### config.mk
export PLATFORM = sky130hd
export DESIGN_NAME = keyed_watchdog_timer
export DESIGN_NICKNAME = d
export VERILOG_FILES = /design/src/wdt_pkg.sv /design/src/keyed_watchdog_timer.sv
export SDC_FILE = /design/constraint.sdc
export NUM_CORES = 1
export LEC_CHECK = 0
export BUFFER_PORTS_ARGS = -buffer_cell sky130_fd_sc_hd__buf_2
export CAP_MARGIN = 10
export CORE_AREA = 2 2 90 135
export CTS_BUF_LIST = sky130_fd_sc_hd__clkbuf_8 sky130_fd_sc_hd__clkbuf_16
export DETAILED_ROUTE_END_ITERATION = 10
export DIE_AREA = 0 0 92 137
export GPL_TIMING_DRIVEN = 0
export PLACE_DENSITY = 0.69
export SLEW_MARGIN = 20
export SYNTH_ARGS = -nofsm -noshare
export SYNTH_HDL_FRONTEND = slang
export SYNTH_SLANG_ARGS = --single-unit
### constraint.sdc
create_clock -name core_clk -period 5.1 [get_ports core_clk]
set_input_delay 1.02 -clock core_clk [delete_from_list [all_inputs] [get_ports core_clk]]
set_output_delay 1.02 -clock core_clk [all_outputs]
set_load 0.005 [all_outputs]
### src/wdt_pkg.sv
package wdt_pkg;

  // Register byte offsets; the control word has three write aliases.
  localparam logic [4:0] OFS_CTRL = 5'h00;
  localparam logic [4:0] OFS_CLR = 5'h04;
  localparam logic [4:0] OFS_SET = 5'h08;
  localparam logic [4:0] OFS_INV = 5'h0C;
  localparam logic [4:0] OFS_STATUS = 5'h10;
  localparam logic [4:0] OFS_MASK = 5'h14;

  // Clear key and control field layout.
  localparam logic [15:0] CLEAR_KEY = 16'h5743;
  localparam int KEY_LSB = 16;
  localparam int KEY_W = 16;
  localparam int ENABLE_BIT = 15;
  localparam int PS_LSB = 8;
  localparam int PS_W = 5;
  localparam int WIN_BIT = 0;

  // Boot configuration word fields.
  localparam int CFG_EN_BIT = 23;
  localparam int CFG_PS_LSB = 0;

  // Reset values.
  localparam logic ENABLE_RST = 1'b0;
  localparam logic WIN_RST = 1'b0;
  localparam logic [2:0] STATUS_RST = 3'h0;
  localparam logic [2:0] MASK_RST = 3'h0;

  // Event bits of the status and mask registers.
  localparam int EV_W = 3;
  localparam int EV_TIMEOUT = 0;
  localparam int EV_WAKE = 1;
  localparam int EV_WINDOW = 2;

  // Width of the watchdog tick counter.
  localparam int COUNT_W = 32;

endpackage

### src/keyed_watchdog_timer.sv
// Overview of operation
// - The counter advances only on rising edges of the low-power RC clock while enabled.
// - If the count reaches the end of the period without a clear, a device reset pulse is issued.
// - Writing the key 5743h into bits 31-16 of the control word clears the counter.
// - The period is two to the power of the postscale value, counted in RC clock ticks.
// - An expiry during Sleep or Idle raises a wake request instead of a reset.
// - Control bit 15 is the read-write enable bit, zero after reset.
// - The enable bit only matters while boot configuration bit 23 is zero; when set it forces on.
// - Bits 12-8 read the postscale value caught from the boot configuration at reset.
// - Control bit 0 is the read-write window mode bit, zero after reset.
// - Offsets 4h, 8h and Ch clear, set or toggle the control bits written as one.
// - Unimplemented control bits 14-13 and 7-1 read zero and ignore writes.
//
// The register addresses and the strobed register port were chosen for this implementation.
module keyed_watchdog_timer (
  input wire logic core_clk,
  input wire logic sys_rst,
  input wire logic [4:0] reg_addr,
  input wire logic [31:0] reg_wdata,
  input wire logic reg_wr,
  input wire logic reg_rd,
  output logic [31:0] reg_rdata,
  input wire logic low_power_rc_clock,
  input wire logic [31:0] boot_config_word_one,
  input wire logic sleep_mode,
  input wire logic idle_mode,
  output logic device_reset,
  output logic wake_req,
  output logic irq
);

  logic enable_reg;
  logic enable_next;
  logic win_reg;
  logic win_next;
  logic [wdt_pkg::PS_W-1:0] ps_reg;
  logic [wdt_pkg::PS_W-1:0] ps_next;
  logic [wdt_pkg::COUNT_W-1:0] count_reg;
  logic [wdt_pkg::COUNT_W-1:0] count_next;
  logic rc_q_reg;
  logic rc_q_next;
  logic reset_reg;
  logic reset_next;
  logic wake_reg;
  logic wake_next;
  logic [wdt_pkg::EV_W-1:0] status_reg;
  logic [wdt_pkg::EV_W-1:0] status_next;
  logic [wdt_pkg::EV_W-1:0] mask_reg;
  logic [wdt_pkg::EV_W-1:0] mask_next;
  logic irq_reg;
  logic irq_next;
  logic [31:0] rdata_reg;
  logic [31:0] rdata_next;

  logic [31:0] ctrl_cur;
  logic [31:0] ctrl_new;
  logic ctrl_wr;
  logic key_hit;
  logic enabled;
  logic tick;
  logic low_power;
  logic window_open;
  logic early_key;
  logic expire;
  logic [wdt_pkg::COUNT_W-1:0] limit;
  logic [wdt_pkg::COUNT_W-1:0] limit_m1;
  logic [wdt_pkg::EV_W-1:0] events;

  // Control word as software sees it; only the implemented fields are nonzero.
  always_comb begin
    ctrl_cur = 32'h0000_0000;
    ctrl_cur[wdt_pkg::ENABLE_BIT] = enable_reg;
    ctrl_cur[wdt_pkg::PS_LSB +: wdt_pkg::PS_W] = ps_reg;
    ctrl_cur[wdt_pkg::WIN_BIT] = win_reg;
  end

  // Alias decode; the key field never enters the stored bits, so it reads zero.
  always_comb begin
    ctrl_wr = 1'b0;
    ctrl_new = ctrl_cur;
    if (reg_wr) begin
      case (reg_addr)
        wdt_pkg::OFS_CTRL: begin
          ctrl_wr = 1'b1;
          ctrl_new = reg_wdata;
        end
        wdt_pkg::OFS_CLR: begin
          ctrl_wr = 1'b1;
          ctrl_new = ctrl_cur & ~reg_wdata;
        end
        wdt_pkg::OFS_SET: begin
          ctrl_wr = 1'b1;
          ctrl_new = ctrl_cur | reg_wdata;
        end
        wdt_pkg::OFS_INV: begin
          ctrl_wr = 1'b1;
          ctrl_new = ctrl_cur ^ reg_wdata;
        end
        default: begin
          ctrl_wr = 1'b0;
          ctrl_new = ctrl_cur;
        end
      endcase
    end
  end

  // Writable control bits; bits 14-13 and 7-1 have no storage at all.
  always_comb begin
    enable_next = enable_reg;
    win_next = win_reg;
    if (ctrl_wr) begin
      enable_next = ctrl_new[wdt_pkg::ENABLE_BIT];
      win_next = ctrl_new[wdt_pkg::WIN_BIT];
    end
  end

  // The postscaler is caught from the boot word while reset is held, then frozen.
  always_comb begin
    ps_next = ps_reg;
    if (sys_rst) begin
      ps_next = boot_config_word_one[wdt_pkg::CFG_PS_LSB +: wdt_pkg::PS_W];
    end
  end

  // Only a plain store at the base offset carries the key; aliases never clear.
  assign key_hit = reg_wr && (reg_addr == wdt_pkg::OFS_CTRL)
    && (reg_wdata[wdt_pkg::KEY_LSB +: wdt_pkg::KEY_W] == wdt_pkg::CLEAR_KEY);

  // The configuration fuse overrides the software enable bit.
  assign enabled = enable_reg | boot_config_word_one[wdt_pkg::CFG_EN_BIT];

  // The RC clock is far slower than core_clk, so its rising edge is found by sampling.
  assign tick = low_power_rc_clock && !rc_q_reg;
  assign rc_q_next = low_power_rc_clock;

  // Period in ticks; the window opens at half the period.
  assign limit = {{(wdt_pkg::COUNT_W-1){1'b0}}, 1'b1} << ps_reg;
  assign limit_m1 = limit - {{(wdt_pkg::COUNT_W-1){1'b0}}, 1'b1};
  assign window_open = count_reg >= (limit >> 1);
  assign low_power = sleep_mode | idle_mode;

  // A key in the same cycle as the final tick wins, so a timely clear is never punished.
  assign expire = enabled && tick && !key_hit && (count_reg == limit_m1);
  assign early_key = enabled && key_hit && win_reg && !window_open;

  // Tick counter.
  always_comb begin
    count_next = count_reg;
    if (!enabled) begin
      count_next = '0;
    end else if (key_hit || expire) begin
      count_next = '0;
    end else if (tick) begin
      count_next = count_reg + {{(wdt_pkg::COUNT_W-1){1'b0}}, 1'b1};
    end
  end

  // Reset and wake pulses; a sleeping device is woken rather than reset on expiry, but an early key always resets.
  always_comb begin
    reset_next = (expire && !low_power) || early_key;
    wake_next = expire && low_power;
  end

  // Sticky events; a new event in the cycle of its write-one-clear survives.
  always_comb begin
    events = '0;
    events[wdt_pkg::EV_TIMEOUT] = expire && !low_power;
    events[wdt_pkg::EV_WAKE] = expire && low_power;
    events[wdt_pkg::EV_WINDOW] = early_key;
    status_next = status_reg;
    mask_next = mask_reg;
    if (reg_wr && reg_addr == wdt_pkg::OFS_STATUS) begin
      status_next = status_reg & ~reg_wdata[wdt_pkg::EV_W-1:0];
    end
    if (reg_wr && reg_addr == wdt_pkg::OFS_MASK) begin
      mask_next = reg_wdata[wdt_pkg::EV_W-1:0];
    end
    status_next = status_next | events;
    irq_next = |(status_next & mask_next);
  end

  // Read data stand for exactly the cycle after the strobe; unmapped reads are zero.
  always_comb begin
    rdata_next = 32'h0000_0000;
    if (reg_rd) begin
      case (reg_addr)
        wdt_pkg::OFS_CTRL: rdata_next = ctrl_cur;
        wdt_pkg::OFS_STATUS: rdata_next = {29'h0, status_reg};
        wdt_pkg::OFS_MASK: rdata_next = {29'h0, mask_reg};
        default: rdata_next = 32'h0000_0000;
      endcase
    end
  end

  // Registers; the postscaler has no reset value of its own.
  always_ff @(posedge core_clk) begin
    ps_reg <= ps_next;
    if (sys_rst) begin
      enable_reg <= wdt_pkg::ENABLE_RST;
      win_reg <= wdt_pkg::WIN_RST;
      count_reg <= '0;
      rc_q_reg <= 1'b0;
      reset_reg <= 1'b0;
      wake_reg <= 1'b0;
      status_reg <= wdt_pkg::STATUS_RST;
      mask_reg <= wdt_pkg::MASK_RST;
      irq_reg <= 1'b0;
      rdata_reg <= 32'h0000_0000;
    end else begin
      enable_reg <= enable_next;
      win_reg <= win_next;
      count_reg <= count_next;
      rc_q_reg <= rc_q_next;
      reset_reg <= reset_next;
      wake_reg <= wake_next;
      status_reg <= status_next;
      mask_reg <= mask_next;
      irq_reg <= irq_next;
      rdata_reg <= rdata_next;
    end
  end

  assign reg_rdata = rdata_reg;
  assign device_reset = reset_reg;
  assign wake_req = wake_reg;
  assign irq = irq_reg;
endmodule

* Word level (Yosys, flattened, before mapping) *
Cells that the tools add are included.

word-level totals
  register bits after elaboration = 81
  bits in latches = 0
  memory bits (writable) = 0
  memory bits (read-only) = 0
  output and inout port bits = 35
  memories kept = 0

operators by class
  add/subtract/negate cells = 2
  $mul = 0
  divide/modulo/power cells = 0
  order comparisons = 1
  equal/unequal tests = 7
  shift operators = 1
  mux-type cells = 6
  bitwise operators = 12
  reduce and logical (&&, ||, !) cells = 26

operator list
  kind                                                                      number
  16-bit case mux with 4 select lines                                       1
  16-bit case mux with 3 select lines                                       1
  32-bit by 1-bit adder with 32-bit output (second input constant)          1
  32-bit equality test                                                      1
  32-bit by 31-bit greater-or-equal comparator with 1-bit output            1
  1-bit by 5-bit << shifter with 32-bit output (first input constant)       1
  32-bit by 1-bit subtractor with 32-bit output (second input constant)     1
  16-bit bitwise AND                                                        1
  16-bit by 15-bit equality test with 1-bit output (second input constant)  1
  16-bit NOT                                                                1
  16-bit bitwise OR                                                         1
  16-bit bitwise XOR                                                        1
  1-bit logical AND                                                         13
  5-bit by 4-bit equality test with 1-bit output (second input constant)    2
  5-bit equality test (second input constant)                               2
  3-bit bitwise AND                                                         2
  3-bit two-way mux                                                         2
  3-bit OR reduction                                                        2
  5-bit by 3-bit equality test with 1-bit output (second input constant)    1
  5-bit zero test                                                           1
  1-bit zero test                                                           4
  4-bit nonzero test                                                        1
  4-bit OR reduction                                                        1
  3-bit NOT                                                                 1
  7 further kinds                                                           11

* Depth between registers and ports, before layout *
  word-level depth = 10
  depth in mapped cells = 17

* Worst setup path before layout *
Ideal clock, no wire load.

  kind = register to register
  from = register ps_reg[2] (netlist bit)
  to = register count_reg[22] (netlist bit)
  library setup time = 0.141 ns
  data arrival time = 2.917 ns
  required time = 4.959 ns
  setup slack = 2.043 ns
  stages on the path, launching flop included = 16
  period minus slack after synthesis = 3.057 ns
  cell sequence = edfxtp_1 -> buf_6 -> buf_6 -> nor2_1 -> and2_1 -> nand2_1 -> ha_1 -> xor2_1 -> nand3_1 -> a2111oi_1 -> nand4b_1 -> nor4_1 -> and4b_1 -> buf_4 -> buf_8 -> nor3_2

between the ends
  cells in the longest elaborated chain, start to end = 6

RTL lines
  what                                           line                         RTL
  start, declared                                keyed_watchdog_timer.sv:36   logic [wdt_pkg::PS_W-1:0] ps_reg;
  start signal, assigned                         keyed_watchdog_timer.sv:197  ps_reg <= ps_next;
  1-bit by 5-bit << shifter with 32-bit output   keyed_watchdog_timer.sv:137  assign limit = {{(wdt_pkg::COUNT_W-1){1'b0}}, 1'b1} << ps_reg;
  32-bit by 1-bit subtractor with 32-bit output  keyed_watchdog_timer.sv:138  assign limit_m1 = limit - {{(wdt_pkg::COUNT_W-1){1'b0}}, 1'b1};
  32-bit equality test                           keyed_watchdog_timer.sv:143  assign expire = enabled && tick && !key_hit && (count_reg == limit_m1);
  1-bit logical AND                              keyed_watchdog_timer.sv:143
  1-bit logical OR                               keyed_watchdog_timer.sv:151  end else if (key_hit || expire) begin
  3-bit OR reduction (no source line)            n/a
  end signal, assigned                           keyed_watchdog_timer.sv:212  count_reg <= count_next;
  end, declared                                  keyed_watchdog_timer.sv:38   logic [wdt_pkg::COUNT_W-1:0] count_reg;

No other way between the ends.
A chain may end at the register's enable or synchronous reset.

* Final worst setup path *
  from = register ps_reg[0] (netlist bit)
  to = register count_reg[3] (netlist bit)

The elaborated chain is that of the path after synthesis.

==> impl_metrics.env <==
export IMPL_outcome="finished, final reports clean"
export IMPL_async_reset_ff_share_pct=0
export IMPL_ios=111
export IMPL_ys_flop_type="dfxtp_1"
export IMPL_power_mw=1.31
export IMPL_yosysWarnings=0
export IMPL_grt_ovfl_total=0
export IMPL_ys_seq_area_share_pct=24.1
export IMPL_hold_buffers=0
export IMPL_grt_pass1_wl_um=25700
export IMPL_cpLargestDelayFamily="simple AND/OR/NAND/NOR gates"
export IMPL_synth_cells=628
export IMPL_max_cap_viol_count=0
export IMPL_period_minus_slack_ns=4.12
export IMPL_antenna_found_initial=0
export IMPL_coreArea_sq_um=11400
export IMPL_fin_nets=823
export IMPL_comb_power_share_pct=18.9
export IMPL_firstDrtPassIters=5
export IMPL_maxSlewViolCount=0
export IMPL_antenna_left=0
export IMPL_hold_class="reg2reg"
export IMPL_htree_num_levels=3
export IMPL_cts_post_setup_buffers_inserted=0
export IMPL_antenna_cells=0
export IMPL_synth_cell_types=78
export IMPL_portBuffers=49
export IMPL_rsz0062_at_grt="false"
export IMPL_switching_power_mw=0.377
export IMPL_ir_drop_v=0.000166
export IMPL_skew_ns=0.00488
export IMPL_cp_max_fo=10
export IMPL_drive_gt1_share_pct=19.2
export IMPL_max_stage_delay_ns=0.61
export IMPL_setup_viol=0
export IMPL_dieArea_sq_um=12600
export IMPL_die_y_um=137
export IMPL_cp_num_buf_inv=5
export IMPL_clkPwrFrac_pct=45.1
export IMPL_drtIter0Drc=356
export IMPL_dp_hpwl_um=13400
export IMPL_remaining_drc_errors=0
export IMPL_finalWorstSetupSlack_ns=0.982
export IMPL_die_width_um=92
export IMPL_cts_tree="built"
export IMPL_setup_worst_path_start_class="flop"
export IMPL_place_ws_ns=1.10
export IMPL_clockBufferDepth=2
export IMPL_clkTransAtPathRegs_ns=0.05
export IMPL_vias_per_cell=5.88
export IMPL_crit_chain="buf_4, nor3_2, nand2_1, ha_1, buf_2, clkbuf_1, a31oi_1, o21ai_0, o211ai_1, nand4_1, nor4_1, and4b_1, buf_4, buf_6, nor4_1"
export IMPL_tightest_slew_ns=0.738
export IMPL_fin_cells=865
export IMPL_slew_limit_headroom_pct=50.1
export IMPL_synth_top_area_share_pct=21.1
export IMPL_wl_per_cell_um=19.5
export IMPL_powerDensity_nw_per_um2=224
export IMPL_crit_required_ns=5.28
export IMPL_timing_hold_ws_ns=0.504
export IMPL_wl_um=16800
export IMPL_hold_violations=0
export IMPL_synth_area_leader_cell="dfxtp_1"
export IMPL_endpoint_kind="flop"
export IMPL_grt_pass1_vias=4874
export IMPL_grt_max_degree=14
export IMPL_ctsResizeCount=0
export IMPL_area_delta_synth_final_pct=16.1
export IMPL_vias=5089
export IMPL_arrival_ns=4.30
export IMPL_placed_cells=849
export IMPL_internal_power_mw=0.931
export IMPL_p_leak_nw=2.31
export IMPL_switching_share_pct=28.8
export IMPL_syn_area_sq_um=5030
export IMPL_gp_routability_congestion=1.03
export IMPL_seqPwrFrac_pct=36.0
export IMPL_rows=48
export IMPL_worst_path_max_delay_cell="nor3_2"
export IMPL_worstSkewPairLatency_ns=0.33
export IMPL_finalSetupTns_ns=0
export IMPL_numCtsBuffers=9
export IMPL_synth_edff_count=5
export IMPL_largest_reg_flops=32
export IMPL_synth_area_per_cell_sq_um=8.01
export IMPL_grt_use_total_pct=27.0
export IMPL_clock_sinks=58
export IMPL_fmax_mhz=243
export IMPL_cts_root_buffer="clkbuf_16"
export IMPL_synth_top_cells_by_area="dfxtp_1 (21%), ha_1 (9.2%), nand2_1 (5.2%)"
export IMPL_ys_ff_latch=58
export IMPL_start_util_pct=44.1
export IMPL_path_class="reg2reg"
export IMPL_fin_crit_sh_pct=80.7
-- worst min-delay path: stages (launching register included) --
cell	delay [ns]
dfxtp_1	0.32
mux2i_1	0.07
nor2_1	0.08
-- cells in the mapped netlist, drive strengths merged (4+ instances only) --
cell / number
nand3: 22
mux2i: 10
dfxtp: 53
or2: 6
nand2b: 8
o211ai: 8
inv: 14
o31ai: 4
nor2b: 7
o21a: 4
nand4: 19
nand2: 70
clkbuf: 17
nor3b: 7
a22oi: 6
a21oi: 17
nor4: 19
xnor2: 25
nand3b: 4
nor3: 43
a31oi: 5
a211oi: 6
o21ai: 24
nor2: 44
and3: 6
xor2: 19
and2: 12
ha: 37
nand4b: 5
edfxtp: 5
buf: 49
-- placed cells by master (no fill, tap or decap), types with 4 or more instances in the layout --
cell,instances
a211oi_1,6
a21oi_1,16
a22oi_1,6
a31oi_1,5
and2_1,12
and3_1,6
buf_2,60
buf_4,30
buf_6,6
clkbuf_1,16
clkbuf_16,9
conb_1,23
dfxtp_1,53
edfxtp_1,5
ha_1,37
inv_1,16
mux2i_1,10
nand2_1,70
nand2b_1,8
nand3_1,22
nand3b_1,4
nand4_1,19
nand4b_1,5
nor2_1,44
nor2b_1,7
nor3_1,30
nor3_2,12
nor3b_1,5
nor4_1,16
o211ai_1,8
o21a_1,4
o21ai_0,17
o21ai_1,7
o31ai_1,4
or2_2,4
xnor2_1,25
xor2_1,19
-- metrics by stage --
| stage | utilization, % | cell area [sq um] |
|---|---|---|
| 2_1_floorplan | - | 5110 |
| 5_1_grt | 51.2 | 5840 |
| 4_1_cts | 51.1 | 5830 |
| 6_report | 51.2 | 5840 |
| 3_5_place_dp | 48.6 | 5550 |
| 3_3_place_gp | 48.6 | 5550 |
-- cells by family after synthesis --
family                     count (synthesis)  synth area share, %
and+or+nand+nor                          291                 32.6
DFF                                       58                 24.1
adders and majority gates                 37                 9.20
buffers and inverters                     80                 9.63
AOI/OAI and AO/OA                        105                 14.4
other                                      1               0.0746
muxes                                     12                 2.44
xor gates and xnor gates                  44                 7.66
-- routing by layer --
layer	share of wire, %	global-route usage, %
met4	7.3	18.6
met2	51	50.9
met1	35	26.8
met3	5.7	4.57
met5	0	0
-- power by group through the flow --
stage | Clock, mW | Combinational [mW] | Sequential, mW
finish | 0.590 | 0.247 | 0.471
global route | 0.616 | 0.265 | 0.471
CTS | 0.594 | 0.242 | 0.471
detailed placement | 0 | 0.241 | 0.481
global placement | 0 | 0.240 | 0.480
floorplan | 0 | 0.164 | 0.479
-- worst paths after layout --
kind,slack [ns],cells past startpoint,from,to
worst max-delay path,0.98,15,ps_reg[0]$_DFFE_PP_,count_reg[3]$_SDFFE_PP0P_
worst min-delay path,0.50,2,status_reg[1]$_SDFF_PP0_,reg_rdata[1]$_SDFF_PP0_
worst max register to register,0.98,15,ps_reg[0]$_DFFE_PP_,count_reg[3]$_SDFFE_PP0P_
worst min register to register,0.50,2,status_reg[1]$_SDFF_PP0_,reg_rdata[1]$_SDFF_PP0_
-- final cells by class --
type | instances | area, sq um
Buffer | 66 | 432
Clock buffer | 9 | 225
Clock inverter | 7 | 63.8
Fill cell | 1139 | 5570
Inverter | 14 | 52.6
Multi-Input combinational cell | 512 | 3420
Sequential cell | 58 | 1210
Tap cell | 150 | 188
Timing Repair Buffer | 49 | 245
Note: power is estimated with default switching activity, not from simulation.
